$ cat src/core/gpio_pkg.sv
// Constants, register map and carrier types for the dual GPIO port block.
// Assumes an APB slave with 32-bit data; each register is one aligned word.
package gpio_pkg;

    localparam logic [11:0] OFF_PIN_LEVEL_C = 12'h000;
    localparam logic [11:0] OFF_OUTPUT_LATCH_C = 12'h004;
    localparam logic [11:0] OFF_DIRECTION_C = 12'h008;
    localparam logic [11:0] OFF_PIN_LEVEL_D = 12'h00C;
    localparam logic [11:0] OFF_OUTPUT_LATCH_D = 12'h010;
    localparam logic [11:0] OFF_DIRECTION_D = 12'h014;
    localparam logic [11:0] OFF_SLAVE_PORT_CONTROL = 12'h018;
    localparam logic [11:0] OFF_MEMORY_BUS_CONTROL = 12'h01C;
    localparam logic [11:0] OFF_RESET_CONTROL = 12'h020;

    localparam logic [7:0] DIRECTION_RESET = 8'hFF;
    localparam logic [7:0] LATCH_RESET = 8'h00;
    localparam logic [7:0] SLAVE_PORT_CONTROL_RESET = 8'h00;
    localparam logic [7:0] MEMORY_BUS_CONTROL_RESET = 8'h00;

    localparam int SYSTEM_BUS_DISABLE_BIT = 7;
    localparam int SLAVE_PORT_ENABLE_BIT = 4;
    localparam logic [7:0] SLAVE_PORT_CONTROL_MASK = 8'h10;
    localparam logic [7:0] MEMORY_BUS_CONTROL_MASK = 8'hB3;

    localparam int CAPCOMP2_PIN_BIT = 1;
    localparam int SERIAL_CLOCK_BIT = 3;
    localparam int SERIAL_DATA_IN_BIT = 4;
    localparam int SERIAL_DATA_OUT_BIT = 5;
    localparam int USART_TX_BIT = 6;
    localparam int USART_RX_BIT = 7;

    // Per-pin peripheral override request
    typedef struct packed {
        logic [7:0] force_out;
        logic [7:0] force_in;
        logic [7:0] data;
    } periph_override_s;

    // Pin pair
    typedef struct packed {
        logic [7:0] out;
        logic [7:0] oe;
    } pin_drive_s;

    typedef enum logic [2:0] {
        MODE_IO = 3'b001,
        MODE_SYSTEM_BUS = 3'b010,
        MODE_SLAVE_PORT = 3'b100
    } port_d_mode_e;

    typedef struct packed {
        logic [7:0] direction_c;
        logic [7:0] output_latch_c;
        logic [7:0] direction_d;
        logic [7:0] output_latch_d;
        logic [7:0] slave_port_control;
        logic [7:0] memory_bus_control;
        logic [7:0] sync_c_1;
        logic [7:0] sync_c_2;
        logic [7:0] sync_d_1;
        logic [7:0] sync_d_2;
        port_d_mode_e mode_d;
        pin_drive_s pins_c;
        pin_drive_s pins_d;
        logic [31:0] prdata;
        logic pready;
        logic pslverr;
    } state_s;

endpackage

$ cat src/core/dual_gpio_port.sv
// Two 8-bit GPIO ports with peripheral override and system-bus / slave-port sharing.
// Assumes APB master on pclk; pins and peripheral signals synchronous to pclk.
//
// Implementation choices: register access over APB and the address map.
module dual_gpio_port (
    input wire logic pclk,
    input wire logic presetn,
    input wire logic psel,
    input wire logic penable,
    input wire logic pwrite,
    input wire logic [11:0] paddr,
    input wire logic [31:0] pwdata,
    input wire logic [3:0] pstrb,
    output logic [31:0] prdata,
    output logic pready,
    output logic pslverr,
    input wire logic [7:0] pin_c_in,
    output logic [7:0] pin_c_out,
    output logic [7:0] pin_c_oe,
    input wire logic [7:0] pin_d_in,
    output logic [7:0] pin_d_out,
    output logic [7:0] pin_d_oe,
    input wire logic capcomp2_pin_select,
    input wire logic capcomp_unit_two_oe,
    input wire logic capcomp_unit_two_out,
    input wire logic capcomp_unit_one_oe,
    input wire logic capcomp_unit_one_out,
    input wire logic timer_osc_enable,
    input wire logic serial_enable,
    input wire logic serial_clock_master,
    input wire logic serial_clock_out,
    input wire logic serial_data_oe,
    input wire logic serial_data_out,
    input wire logic usart_enable,
    input wire logic usart_tx_oe,
    input wire logic usart_tx_out,
    input wire logic usart_rx_oe,
    input wire logic usart_rx_out,
    input wire logic system_bus_request,
    input wire logic system_bus_oe,
    input wire logic [7:0] system_bus_data_out,
    input wire logic slave_port_drive,
    input wire logic [7:0] slave_port_data_out,
    output logic [7:0] port_c_level,
    output logic [7:0] port_d_level,
    output logic slave_port_active,
    output logic system_bus_active
);

    ////////////////////////////////////////////////////////////////////////////
    // Peripheral routing on port C

    gpio_pkg::periph_override_s ovr_c;
    logic [7:0] ovr_c_force_out;
    logic [7:0] ovr_c_force_in;
    logic [7:0] ovr_c_data;

    // Fixed bit positions, so a loop would hide the mapping
    always_comb begin
        ovr_c_force_out = 8'h00;
        ovr_c_force_in = 8'h00;
        ovr_c_data = 8'h00;
        if (timer_osc_enable) begin
            ovr_c_force_in[0] = 1'b1;
            ovr_c_force_in[gpio_pkg::CAPCOMP2_PIN_BIT] = 1'b1;
        end
        if (capcomp2_pin_select && capcomp_unit_two_oe) begin
            ovr_c_force_out[gpio_pkg::CAPCOMP2_PIN_BIT] = 1'b1;
            ovr_c_data[gpio_pkg::CAPCOMP2_PIN_BIT] = capcomp_unit_two_out;
        end
        if (capcomp_unit_one_oe) begin
            ovr_c_force_out[2] = 1'b1;
            ovr_c_data[2] = capcomp_unit_one_out;
        end
        if (serial_enable) begin
            if (serial_clock_master) begin
                ovr_c_force_out[gpio_pkg::SERIAL_CLOCK_BIT] = 1'b1;
                ovr_c_data[gpio_pkg::SERIAL_CLOCK_BIT] = serial_clock_out;
            end else begin
                ovr_c_force_in[gpio_pkg::SERIAL_CLOCK_BIT] = 1'b1;
            end
            ovr_c_force_in[gpio_pkg::SERIAL_DATA_IN_BIT] = ~serial_data_oe;
            ovr_c_force_out[gpio_pkg::SERIAL_DATA_IN_BIT] = serial_data_oe;
            ovr_c_data[gpio_pkg::SERIAL_DATA_IN_BIT] = serial_data_out;
            ovr_c_force_out[gpio_pkg::SERIAL_DATA_OUT_BIT] = 1'b1;
            ovr_c_data[gpio_pkg::SERIAL_DATA_OUT_BIT] = serial_data_out;
        end
        if (usart_enable) begin
            ovr_c_force_out[gpio_pkg::USART_TX_BIT] = usart_tx_oe;
            ovr_c_force_in[gpio_pkg::USART_TX_BIT] = ~usart_tx_oe;
            ovr_c_data[gpio_pkg::USART_TX_BIT] = usart_tx_out;
            ovr_c_force_out[gpio_pkg::USART_RX_BIT] = usart_rx_oe;
            ovr_c_force_in[gpio_pkg::USART_RX_BIT] = ~usart_rx_oe;
            ovr_c_data[gpio_pkg::USART_RX_BIT] = usart_rx_out;
        end
        ovr_c.force_out = ovr_c_force_out;
        ovr_c.force_in = ovr_c_force_in;
        ovr_c.data = ovr_c_data;
    end

    ////////////////////////////////////////////////////////////////////////////
    // State

    gpio_pkg::state_s state_reg;
    gpio_pkg::state_s state_next;

    logic setup_phase;
    logic access_phase;
    logic [31:0] rd_word;
    logic mapped;
    logic [7:0] wbyte;
    logic bus_enabled;

    assign setup_phase = psel && !penable;
    assign access_phase = psel && penable;
    assign wbyte = pwdata[7:0];
    // System bus owns port D on request unless disabled
    assign bus_enabled = !state_reg.memory_bus_control[gpio_pkg::SYSTEM_BUS_DISABLE_BIT];

    // Read mux
    always_comb begin
        rd_word = 32'h0000_0000;
        mapped = 1'b1;
        case (paddr)
            gpio_pkg::OFF_PIN_LEVEL_C: rd_word[7:0] = state_reg.sync_c_2;
            gpio_pkg::OFF_OUTPUT_LATCH_C: rd_word[7:0] = state_reg.output_latch_c;
            gpio_pkg::OFF_DIRECTION_C: rd_word[7:0] = state_reg.direction_c;
            gpio_pkg::OFF_PIN_LEVEL_D: rd_word[7:0] = state_reg.sync_d_2;
            gpio_pkg::OFF_OUTPUT_LATCH_D: rd_word[7:0] = state_reg.output_latch_d;
            gpio_pkg::OFF_DIRECTION_D: rd_word[7:0] = state_reg.direction_d;
            gpio_pkg::OFF_SLAVE_PORT_CONTROL: rd_word[7:0] = state_reg.slave_port_control;
            gpio_pkg::OFF_MEMORY_BUS_CONTROL: rd_word[7:0] = state_reg.memory_bus_control;
            gpio_pkg::OFF_RESET_CONTROL: rd_word = 32'h0000_0000;
            default: mapped = 1'b0;
        endcase
    end

    ////////////////////////////////////////////////////////////////////////////
    // Next state

    always_comb begin
        state_next = state_reg;
        // Two flops per port; only the second one is read elsewhere
        state_next.sync_c_1 = pin_c_in;
        state_next.sync_c_2 = state_reg.sync_c_1;
        state_next.sync_d_1 = pin_d_in;
        state_next.sync_d_2 = state_reg.sync_d_1;

        // No wait state: answer in the cycle after setup
        state_next.pready = setup_phase;
        state_next.pslverr = setup_phase && !mapped;
        state_next.prdata = (setup_phase && !pwrite) ? rd_word : 32'h0000_0000;

        if (access_phase && pready && pwrite && mapped && pstrb[0]) begin
            case (paddr)
                gpio_pkg::OFF_PIN_LEVEL_C: state_next.output_latch_c = wbyte;
                gpio_pkg::OFF_OUTPUT_LATCH_C: state_next.output_latch_c = wbyte;
                gpio_pkg::OFF_DIRECTION_C: state_next.direction_c = wbyte;
                gpio_pkg::OFF_PIN_LEVEL_D: state_next.output_latch_d = wbyte;
                gpio_pkg::OFF_OUTPUT_LATCH_D: state_next.output_latch_d = wbyte;
                gpio_pkg::OFF_DIRECTION_D: state_next.direction_d = wbyte;
                gpio_pkg::OFF_SLAVE_PORT_CONTROL:
                    state_next.slave_port_control = wbyte & gpio_pkg::SLAVE_PORT_CONTROL_MASK;
                gpio_pkg::OFF_MEMORY_BUS_CONTROL:
                    state_next.memory_bus_control = wbyte & gpio_pkg::MEMORY_BUS_CONTROL_MASK;
                gpio_pkg::OFF_RESET_CONTROL: begin
                    // Soft reset: directions and controls, latches unchanged
                    if (wbyte[0]) begin
                        state_next.direction_c = gpio_pkg::DIRECTION_RESET;
                        state_next.direction_d = gpio_pkg::DIRECTION_RESET;
                        state_next.slave_port_control = gpio_pkg::SLAVE_PORT_CONTROL_RESET;
                        state_next.memory_bus_control = gpio_pkg::MEMORY_BUS_CONTROL_RESET;
                    end
                end
                default: state_next.prdata = state_reg.prdata;
            endcase
        end

        // Port D mode: system bus wins over slave port
        if (bus_enabled && system_bus_request) begin
            state_next.mode_d = gpio_pkg::MODE_SYSTEM_BUS;
        end else if (state_reg.slave_port_control[gpio_pkg::SLAVE_PORT_ENABLE_BIT]) begin
            state_next.mode_d = gpio_pkg::MODE_SLAVE_PORT;
        end else begin
            state_next.mode_d = gpio_pkg::MODE_IO;
        end

        // Port C pins; override stays out of direction_c
        for (int i = 0; i < 8; i++) begin
            if (ovr_c.force_out[i]) begin
                state_next.pins_c.oe[i] = 1'b1;
                state_next.pins_c.out[i] = ovr_c.data[i];
            end else if (ovr_c.force_in[i]) begin
                state_next.pins_c.oe[i] = 1'b0;
                state_next.pins_c.out[i] = 1'b0;
            end else begin
                state_next.pins_c.oe[i] = !state_next.direction_c[i];
                state_next.pins_c.out[i] = state_next.output_latch_c[i];
            end
        end

        // Port D pins, bit n maps straight to bus bit n
        case (state_next.mode_d)
            gpio_pkg::MODE_SYSTEM_BUS: begin
                state_next.pins_d.oe = {8{system_bus_oe}};
                state_next.pins_d.out = system_bus_data_out;
            end
            gpio_pkg::MODE_SLAVE_PORT: begin
                state_next.pins_d.oe = {8{slave_port_drive}};
                state_next.pins_d.out = slave_port_data_out;
            end
            gpio_pkg::MODE_IO: begin
                state_next.pins_d.oe = ~state_next.direction_d;
                state_next.pins_d.out = state_next.output_latch_d;
            end
            default: begin
                state_next.pins_d.oe = 8'h00;
                state_next.pins_d.out = 8'h00;
            end
        endcase
    end

    ////////////////////////////////////////////////////////////////////////////
    // Registers; latches reset to a fixed value standing in for unknown

    always_ff @(posedge pclk or negedge presetn) begin
        if (!presetn) begin
            state_reg.direction_c <= gpio_pkg::DIRECTION_RESET;
            state_reg.direction_d <= gpio_pkg::DIRECTION_RESET;
            state_reg.output_latch_c <= gpio_pkg::LATCH_RESET;
            state_reg.output_latch_d <= gpio_pkg::LATCH_RESET;
            state_reg.slave_port_control <= gpio_pkg::SLAVE_PORT_CONTROL_RESET;
            state_reg.memory_bus_control <= gpio_pkg::MEMORY_BUS_CONTROL_RESET;
            state_reg.sync_c_1 <= 8'h00;
            state_reg.sync_c_2 <= 8'h00;
            state_reg.sync_d_1 <= 8'h00;
            state_reg.sync_d_2 <= 8'h00;
            state_reg.mode_d <= gpio_pkg::MODE_IO;
            state_reg.pins_c <= '0;
            state_reg.pins_d <= '0;
            state_reg.prdata <= 32'h0000_0000;
            state_reg.pready <= 1'b0;
            state_reg.pslverr <= 1'b0;
        end else begin
            state_reg <= state_next;
        end
    end

    assign prdata = state_reg.prdata;
    assign pready = state_reg.pready;
    assign pslverr = state_reg.pslverr;
    assign pin_c_out = state_reg.pins_c.out;
    assign pin_c_oe = state_reg.pins_c.oe;
    assign pin_d_out = state_reg.pins_d.out;
    assign pin_d_oe = state_reg.pins_d.oe;
    assign port_c_level = state_reg.sync_c_2;
    assign port_d_level = state_reg.sync_d_2;
    // One-hot mode, so each flag is a single flop bit
    assign slave_port_active = state_reg.mode_d[2];
    assign system_bus_active = state_reg.mode_d[1];

endmodule

$ cat config.mk
export PLATFORM = sky130hd
export DESIGN_NAME = dual_gpio_port
export DESIGN_NICKNAME = d
export VERILOG_FILES = /design/src/core/gpio_pkg.sv /design/src/core/dual_gpio_port.sv
export SDC_FILE = /design/constraint.sdc
export NUM_CORES = 1
export LEC_CHECK = 0
export BUFFER_PORTS_ARGS = -buffer_cell sky130_fd_sc_hd__buf_2
export CAP_MARGIN = 15
export CORE_MARGIN = 5
export CORE_UTILIZATION = 35
export DETAILED_ROUTE_END_ITERATION = 8
export PLACE_DENSITY_LB_ADDON = 0.1
export SYNTH_ARGS = -nofsm -noshare
export SYNTH_HDL_FRONTEND = slang
export SYNTH_SLANG_ARGS = --single-unit
$ cat constraint.sdc
create_clock -name pclk -period 3.85 [get_ports pclk]
set_input_delay 0.385 -clock pclk [delete_from_list [all_inputs] [get_ports pclk]]
set_output_delay 0.385 -clock pclk [all_outputs]
set_load 0.05 [all_outputs]
# == Word-level counts from Yosys, hierarchy flattened ==
# Cells that the tools add are included.
# word_totals
out_inout_bits,84
input_bits,104
reg_bits,149
elab_cells,123
# classes
muxes,58
n_reduce_logical,30
bitwise_logic,4
eq_ne,13
# ops
operator,count
two-way mux 32 bit,2
case mux 8 bit (2 select lines),4
case mux 8 bit (8 select lines),1
== test 12 x 5 -> 1 bit (second input constant),4
two-way mux 48 bit,1
case mux 16 bit (3 select lines),1
two-way mux 8 bit,5
two-way mux 1 bit,34
== test 12 x 4 -> 1 bit (second input constant),2
two-way mux 16 bit,1
== test 12 x 3 -> 1 bit (second input constant),1
== test 12 x 6 -> 1 bit (second input constant),1
logical NOT 1 bit,12
logical NOT 12 bit,1
two-way mux 3 bit,4
logical AND 1 bit,10
two-way mux 2 bit,5
OR reduction 9 bit,1
NOT 8 bit,1
AND reduction 3 bit,2
inequality test 2 bit (second input constant),2
nonzero test 2 bit,2
OR reduction 2 bit,2
== test 3 x 1 -> 1 bit (second input constant),1
3 further kinds,5

# == Logic depth before layout (Yosys ltp) ==
# Gate-level depths: netlist (run 1).
# depth
word_depth,9
ltp_mapped,7
depth_no_buf,5

# == Worst setup path after synthesis (run 1) ==
# OpenSTA, ideal clock, no wires.
# synth_path
path_kind,input-to-reg
from,in paddr[7]
to,"reg state_reg, in the netlist pin_c_out[2]"
required_time_ns,3.725
cell_stages,7
t_arrival_ns,2.738
setup_slack_ns,0.988
setup_time_ns,0.125
path_buffers,2
path_cell_list,or4_1 -> buf_2 -> or4_4 -> or4_1 -> buf_4 -> mux2_4 -> mux2_2
# synth_lines
item,line_no,source
"start, declared",dual_gpio_port.sv:11,"input wire logic [11:0] paddr,"
"end signal, assigned",dual_gpio_port.sv:245,state_reg <= state_next;
"end, declared",dual_gpio_port.sv:104,gpio_pkg::state_s state_reg;

==> results of run 1 <==
power by group:
part	internal [mW]	leakage [nW]	switching, mW
Combinational	0.0985	1.29	0.292
Clock	0.966	0.284	0.522
Sequential	1.24	1.38	0.0173
Total	2.31	2.95	0.831
synth_stat cells, types with 2 or more instances:
cell type  number  share of area [%]
nand2_1        26                1.8
o21ai_0         9               0.83
o311ai_0        7                1.1
nor4_1          4               0.46
a22o_1          5               0.81
a21boi_0        2               0.28
mux4_2          2               0.83
a211o_1         2               0.32
buf_4          81                 11
nand2b_1        8               0.93
clkbuf_1       19                1.3
or2_2           2               0.23
dfrtp_1        98                 45
a2bb2oi_1       4               0.65
o31a_1          4               0.65
o22ai_1        10                1.2
nand3b_1        9                1.3
a222oi_1        2               0.37
or3b_2          2               0.32
a22oi_1         4               0.56
dfstp_2        16                7.8
or4_1           4               0.56
o221a_2         8                1.7
and2_1          2               0.23
a21oi_1        19                1.8
or4b_2          2               0.37
o21a_1          4               0.56
nor2b_1         4               0.46
a31oi_1         4               0.46
or3_1           7               0.81
nor2_1         42                2.9
mux2_2         21                4.4
mux2i_1         9                1.7
and3_1          2               0.23
nor3_1          3               0.28
buf_1           2               0.14
nand3_1        16                1.5
mux2_4          2               0.56
inv_1           6               0.42
metal layers:
layer | wire length, um | share of wire (%) | global-route usage [%]
met1 | 6810 | 46 | 24.0
met2 | 6750 | 46 | 24.6
met3 | 888 | 6.0 | 4.43
met4 | 254 | 1.7 | 6.28
met5 | 0 | 0 | 0
critical path, stage by stage:
cell and delay [ns]:
buf_2 0.10, or4_1 0.64, or4_4 0.67, or4_1 0.79
mux2_4 0.40, mux2_2 0.26
path summary, 6_finish.rpt:
kind	slack [ns]	cells past startpoint	to
setup / recovery	0.88	6	pin_c_out[2]$_DFF_PN0_
hold / removal	0.05	1	pin_c_oe[7]$_DFF_PN0_
setup reg to reg	1.23	5	pin_c_out[2]$_DFF_PN0_
hold reg to reg	0.34	0	port_d_level[0]$_DFF_PN0_
max in group asynchronous	2.96	2	state_reg[141]$_DFF_PN1_
min in group pclk	0.07	1	state_next[85]$_DFF_PN0_
stage by stage:
stage / cell area [um2] / power [mW] / util [%]
after global routing: 6340 / 3.27 / 41.9
after CTS: 6340 / 3.18 / 41.9
after floorplan: 5490 / 1.60 / -
after global placement: 5780 / 1.67 / 38.1
after detailed placement: 5780 / 1.67 / 38.1
final: 6340 / 3.14 / 41.9
cells by family after synthesis:
logic type      Yosys count  synth area share [%]
xor+xnor                  1                 0.162
compound gates           91                  12.4
other cells               1                0.0694
simple gates            139                  13.3
buf+inv                 109                  13.2
mux                      35                  7.65
flops                   114                  53.2
cell type report:
class,instances,area [um2]
fill,1475,8800
sequential,114,2870
multi-input combinational,290,1900
timing repair buffer,143,748
clock buffer,26,509
tap,188,235
clock inverter,6,55.1
inverter,6,22.5
==> results.json, run 1 <==
{
  "num_antenna_cells": 0,
  "drv_cap": 0,
  "synthCells": 490,
  "worstHoldPathType": "primary input to asynchronous set/reset pin",
  "die_h_um": 134,
  "ctsHoldBuffers": 0,
  "htree_levels": 4,
  "hold_ws_ns": 0.0499,
  "firstDrtPassIters": 4,
  "timing.rr.start": "pready$_DFF_PN0_",
  "wl_mm": 14.7,
  "period_share_pct": 77.1,
  "path_class": "primary input to flip-flop",
  "dp_cells": 741,
  "layout_setup_ws_ns": 0.883,
  "coreArea_um2": 15100,
  "grt_max_degree": 60,
  "tightest_slew_ns": 0.775,
  "overflow": 0,
  "ys_ff_latch": 114,
  "rows": 45,
  "layout_commonest_cell": "buf_2",
  "rsz0062_at_grt": "no",
  "layout_common_cells": "135 x buf_2, 98 x dfrtp_1, 42 x nor2_1",
  "cts_num_sinks": 114,
  "finalSetupTns_ns": 0,
  "dp_worst_setup_slack_ns": 0.444,
  "status": "complete, no violations",
  "drive_above_1_share_pct": 39.1,
  "slew_violations": 0,
  "insertion_delay_ns": 0.41,
  "grt_antenna_before_repair": 0,
  "cp.required_ns": 4.15,
  "grt_pass1_wl_mm": 23.0,
  "dp_hpwl_mm": 10.7,
  "root_buffer": "clkbuf_16",
  "endpoint_kind": "flip-flop",
  "die-area_um2": 18000,
  "ios": 188,
  "finalNonFillerCells": 773,
  "critPathMaxFanout": 12,
  "synth_edf_count": 0,
  "vias_per_cell": 4.96,
  "cts_max_path_buffers": 2,
  "route.detailed.drc": 0,
  "p_per_area_nw_per_um2": 495,
  "setup_viol": 0,
  "ir_drop_mv": 0.266,
  "dr_total_vias": 3835,
  "grt.total_usage_pct": 16.8,
  "cts_tree": "built",
  "crit_start": "paddr[7]",
  "ant_nets": 0,
  "period_minus_slack_ns": 2.97,
  "nets": 676,
  "place.gp.congestion": 0.840,
  "synth.distinct_cells": 56,
  "synth_area_per_cell_um2": 11.0,
  "wl_per_cell_um": 19.0,
  "ys_warn_count": 0,
  "cts_buffers": 17,
  "ys.flop_type": "dfrtp_1",
  "worstPathArrival_ns": 3.26,
  "clock_skew_ns": 0.00623,
  "syn2layout_area_growth_pct": 17.4,
  "leakagePower_nw": 2.95,
  "postCtsSetupBuffers": 0,
  "slew_headroom_pct": 48.3,
  "critical_path.startpoint_type": "primary input",
  "initial_utilization_pct": 35.7,
  "dr.first_iter.drc_count": 276,
  "cts-resized-gates": 0,
  "max_clock_freq_ghz": 0.337,
  "hold_viol_final": 0,
  "largest_reg_flops": 38,
  "synth-async-reset-ratio_pct": 100,
  "syn_area_um2": 5400,
  "portBuffers": 136,
  "grt_pass1_vias": 3926,
  "die_w_um": 134,
  "synth-seq-area-share_pct": 53.2,
  "clkTransAtPathRegs_ns": 0.06
}
(Power assumes the default switching activity.)
==> run 2: changes to the inputs <==
==> constraint.sdc (replaced) <==
create_clock -name pclk -period 2.45 [get_ports pclk]
set_input_delay 0.245 -clock pclk [delete_from_list [all_inputs] [get_ports pclk]]
set_output_delay 0.245 -clock pclk [all_outputs]
set_load 0.05 [all_outputs]
==> results.json, run 2 (synthesis gave the netlist of run 1 again) <==
{
  "largest_reg_flops": 38,
  "grt_pass1_wl_mm": 24.0,
  "leakagePower_nw": 3.19,
  "cts_tree": "built",
  "period_share_pct": 92.1,
  "grt_pass1_vias": 4313,
  "hold_ws_ns": 0.0422,
  "p_per_area_nw_per_um2": 754,
  "layout_commonest_cell": "buf_2",
  "cp.required_ns": 2.74,
  "ir_drop_mv": 0.401,
  "place.gp.congestion": 0.874,
  "dr_total_vias": 4106,
  "worstPathArrival_ns": 2.54,
  "ant_nets": 0,
  "die_h_um": 134,
  "critical_path.startpoint_type": "primary input",
  "vias_per_cell": 5.00,
  "dr.first_iter.drc_count": 262,
  "cp_cell_sequence": "buf_2, or4_1, or4_4, or4_4, mux2_4, mux2_2",
  "cts_num_sinks": 114,
  "max_clock_freq_ghz": 0.443,
  "rows": 45,
  "overflow": 0,
  "slowest_delay_ns": 0.59,
  "wl_per_cell_um": 18.7,
  "grt.total_usage_pct": 17.6,
  "tightest_slew_ns": 0.646,
  "status": "complete, no violations",
  "htree_levels": 4,
  "clock_skew_ns": 0.00670,
  "insertion_delay_ns": 0.41,
  "hold_viol_final": 0,
  "utilization_pct": 44.9,
  "wl_mm": 15.4,
  "die-area_um2": 18000,
  "num_antenna_cells": 0,
  "layout_setup_ws_ns": 0.193,
  "slew_headroom_pct": 56.9,
  "finalNonFillerCells": 821,
  "path_class": "primary input to flip-flop",
  "layout_common_cells": "135 x buf_2, 98 x dfrtp_1, 42 x nor2_1",
  "dp_hpwl_mm": 11.5,
  "worst_path_most_repeated_cell": "or4_4",
  "dp_cells": 772,
  "path_delay_family": "simple AND/OR/NAND/NOR gates",
  "grt_max_degree": 45,
  "nets": 724,
  "cp_slowest_cell": "or4_4",
  "slew_violations": 0,
  "setup_viol": 0,
  "critPathMaxFanout": 7,
  "route.detailed.drc": 0,
  "coreArea_um2": 15100,
  "firstDrtPassIters": 4,
  "cp_num_buf_inv": 1,
  "drv_cap": 0,
  "drive_above_1_share_pct": 41.2,
  "period_minus_slack_ns": 2.26,
  "dp_worst_setup_slack_ns": -0.220,
  "cts-resized-gates": 0,
  "syn2layout_area_growth_pct": 26.0,
  "endpoint_kind": "flip-flop",
  "initial_utilization_pct": 35.7,
  "die_w_um": 134,
  "cts_max_path_buffers": 2,
  "worstHoldPathType": "primary input to flip-flop",
  "portBuffers": 136,
  "ios": 188,
  "grt_antenna_before_repair": 0,
  "clkTransAtPathRegs_ns": 0.05,
  "cts_buffers": 17,
  "rsz0062_at_grt": "no",
  "root_buffer": "clkbuf_16"
}
==> run 2: cell types whose count changed in the layout (fill, tap and decap cells not counted), sizes merged <==
cell,previous run,this run
bufinv,1,2
clkinv,5,2
clkbuf,26,28
buf,143,174
dlygate4sd3,0,17
==> run 2: path summary, 6_finish.rpt <==
path | start | endpoint | slack [ns] | cells past startpoint
setup / recovery | paddr[7] | pin_c_out[2]$_DFF_PN0_ | 0.19 | 6
hold / removal | timer_osc_enable | pin_c_out[0]$_DFF_PN0_ | 0.04 | 2
setup reg to reg | pready$_DFF_PN0_ | pin_c_out[2]$_DFF_PN0_ | 0.21 | 5
hold reg to reg | state_next[71]$_DFF_PN0_ | port_d_level[2]$_DFF_PN0_ | 0.34 | 0
max in group asynchronous | presetn | state_reg[142]$_DFF_PN1_ | 1.28 | 3
min in group asynchronous | presetn | pin_c_out[7]$_DFF_PN0_ | 0.41 | 2
==> run 2: worst register-to-register path, delay by kind of cell (launching register included) <==
family | cells | cell delay (ns)
mux | 2 | 0.60
simple gates | 3 | 1.17
flops | 1 | 0.34
==> run 2: report_power, final <==
part           switching [mW]  internal, mW  leakage (nW)  total, mW
registers              0.0288          1.95          1.38       1.98
clock network           0.809          1.68         0.301       2.49
logic                   0.470         0.187          1.51      0.657
==> run 2: metal layers <==
metal	part of all wire (%)	track usage (%)	vias up
li1	-	-	1908
met1	47	24.2	2037
met2	46	26.1	140
met3	5.4	5.55	21
met4	2.2	6.17	0
met5	0	0	-
==> run 2: stage by stage <==
| step | setup TNS, ns | power [mW] | area (um2) |
|---|---|---|---|
| global placement | -3.80 | 2.65 | 6030 |
| CTS | 0 | 5.20 | 6800 |
| detailed placement | -4.73 | 2.65 | 6030 |
| global route | 0 | 5.35 | 6800 |
| finish | 0 | 5.13 | 6800 |
| floorplan | -0.956 | 2.51 | 5490 |
==> run 2: final cells by class <==
class | count | area (um2)
clock buffers | 28 | 537
fillers | 1485 | 8340
clock inverters | 4 | 70.1
repair buffers | 191 | 1160
flip-flops and latches | 114 | 2870
multi-input cells | 290 | 1900
inverters | 6 | 22.5
well taps | 188 | 235
==> run 2: timing repair <==
action                                  in CTS  in global routing
buffers inserted                             0                  0
hold buffers                                17                  0
endpoints found under the setup margin       0                  0
endpoints found under the hold margin       51                  0
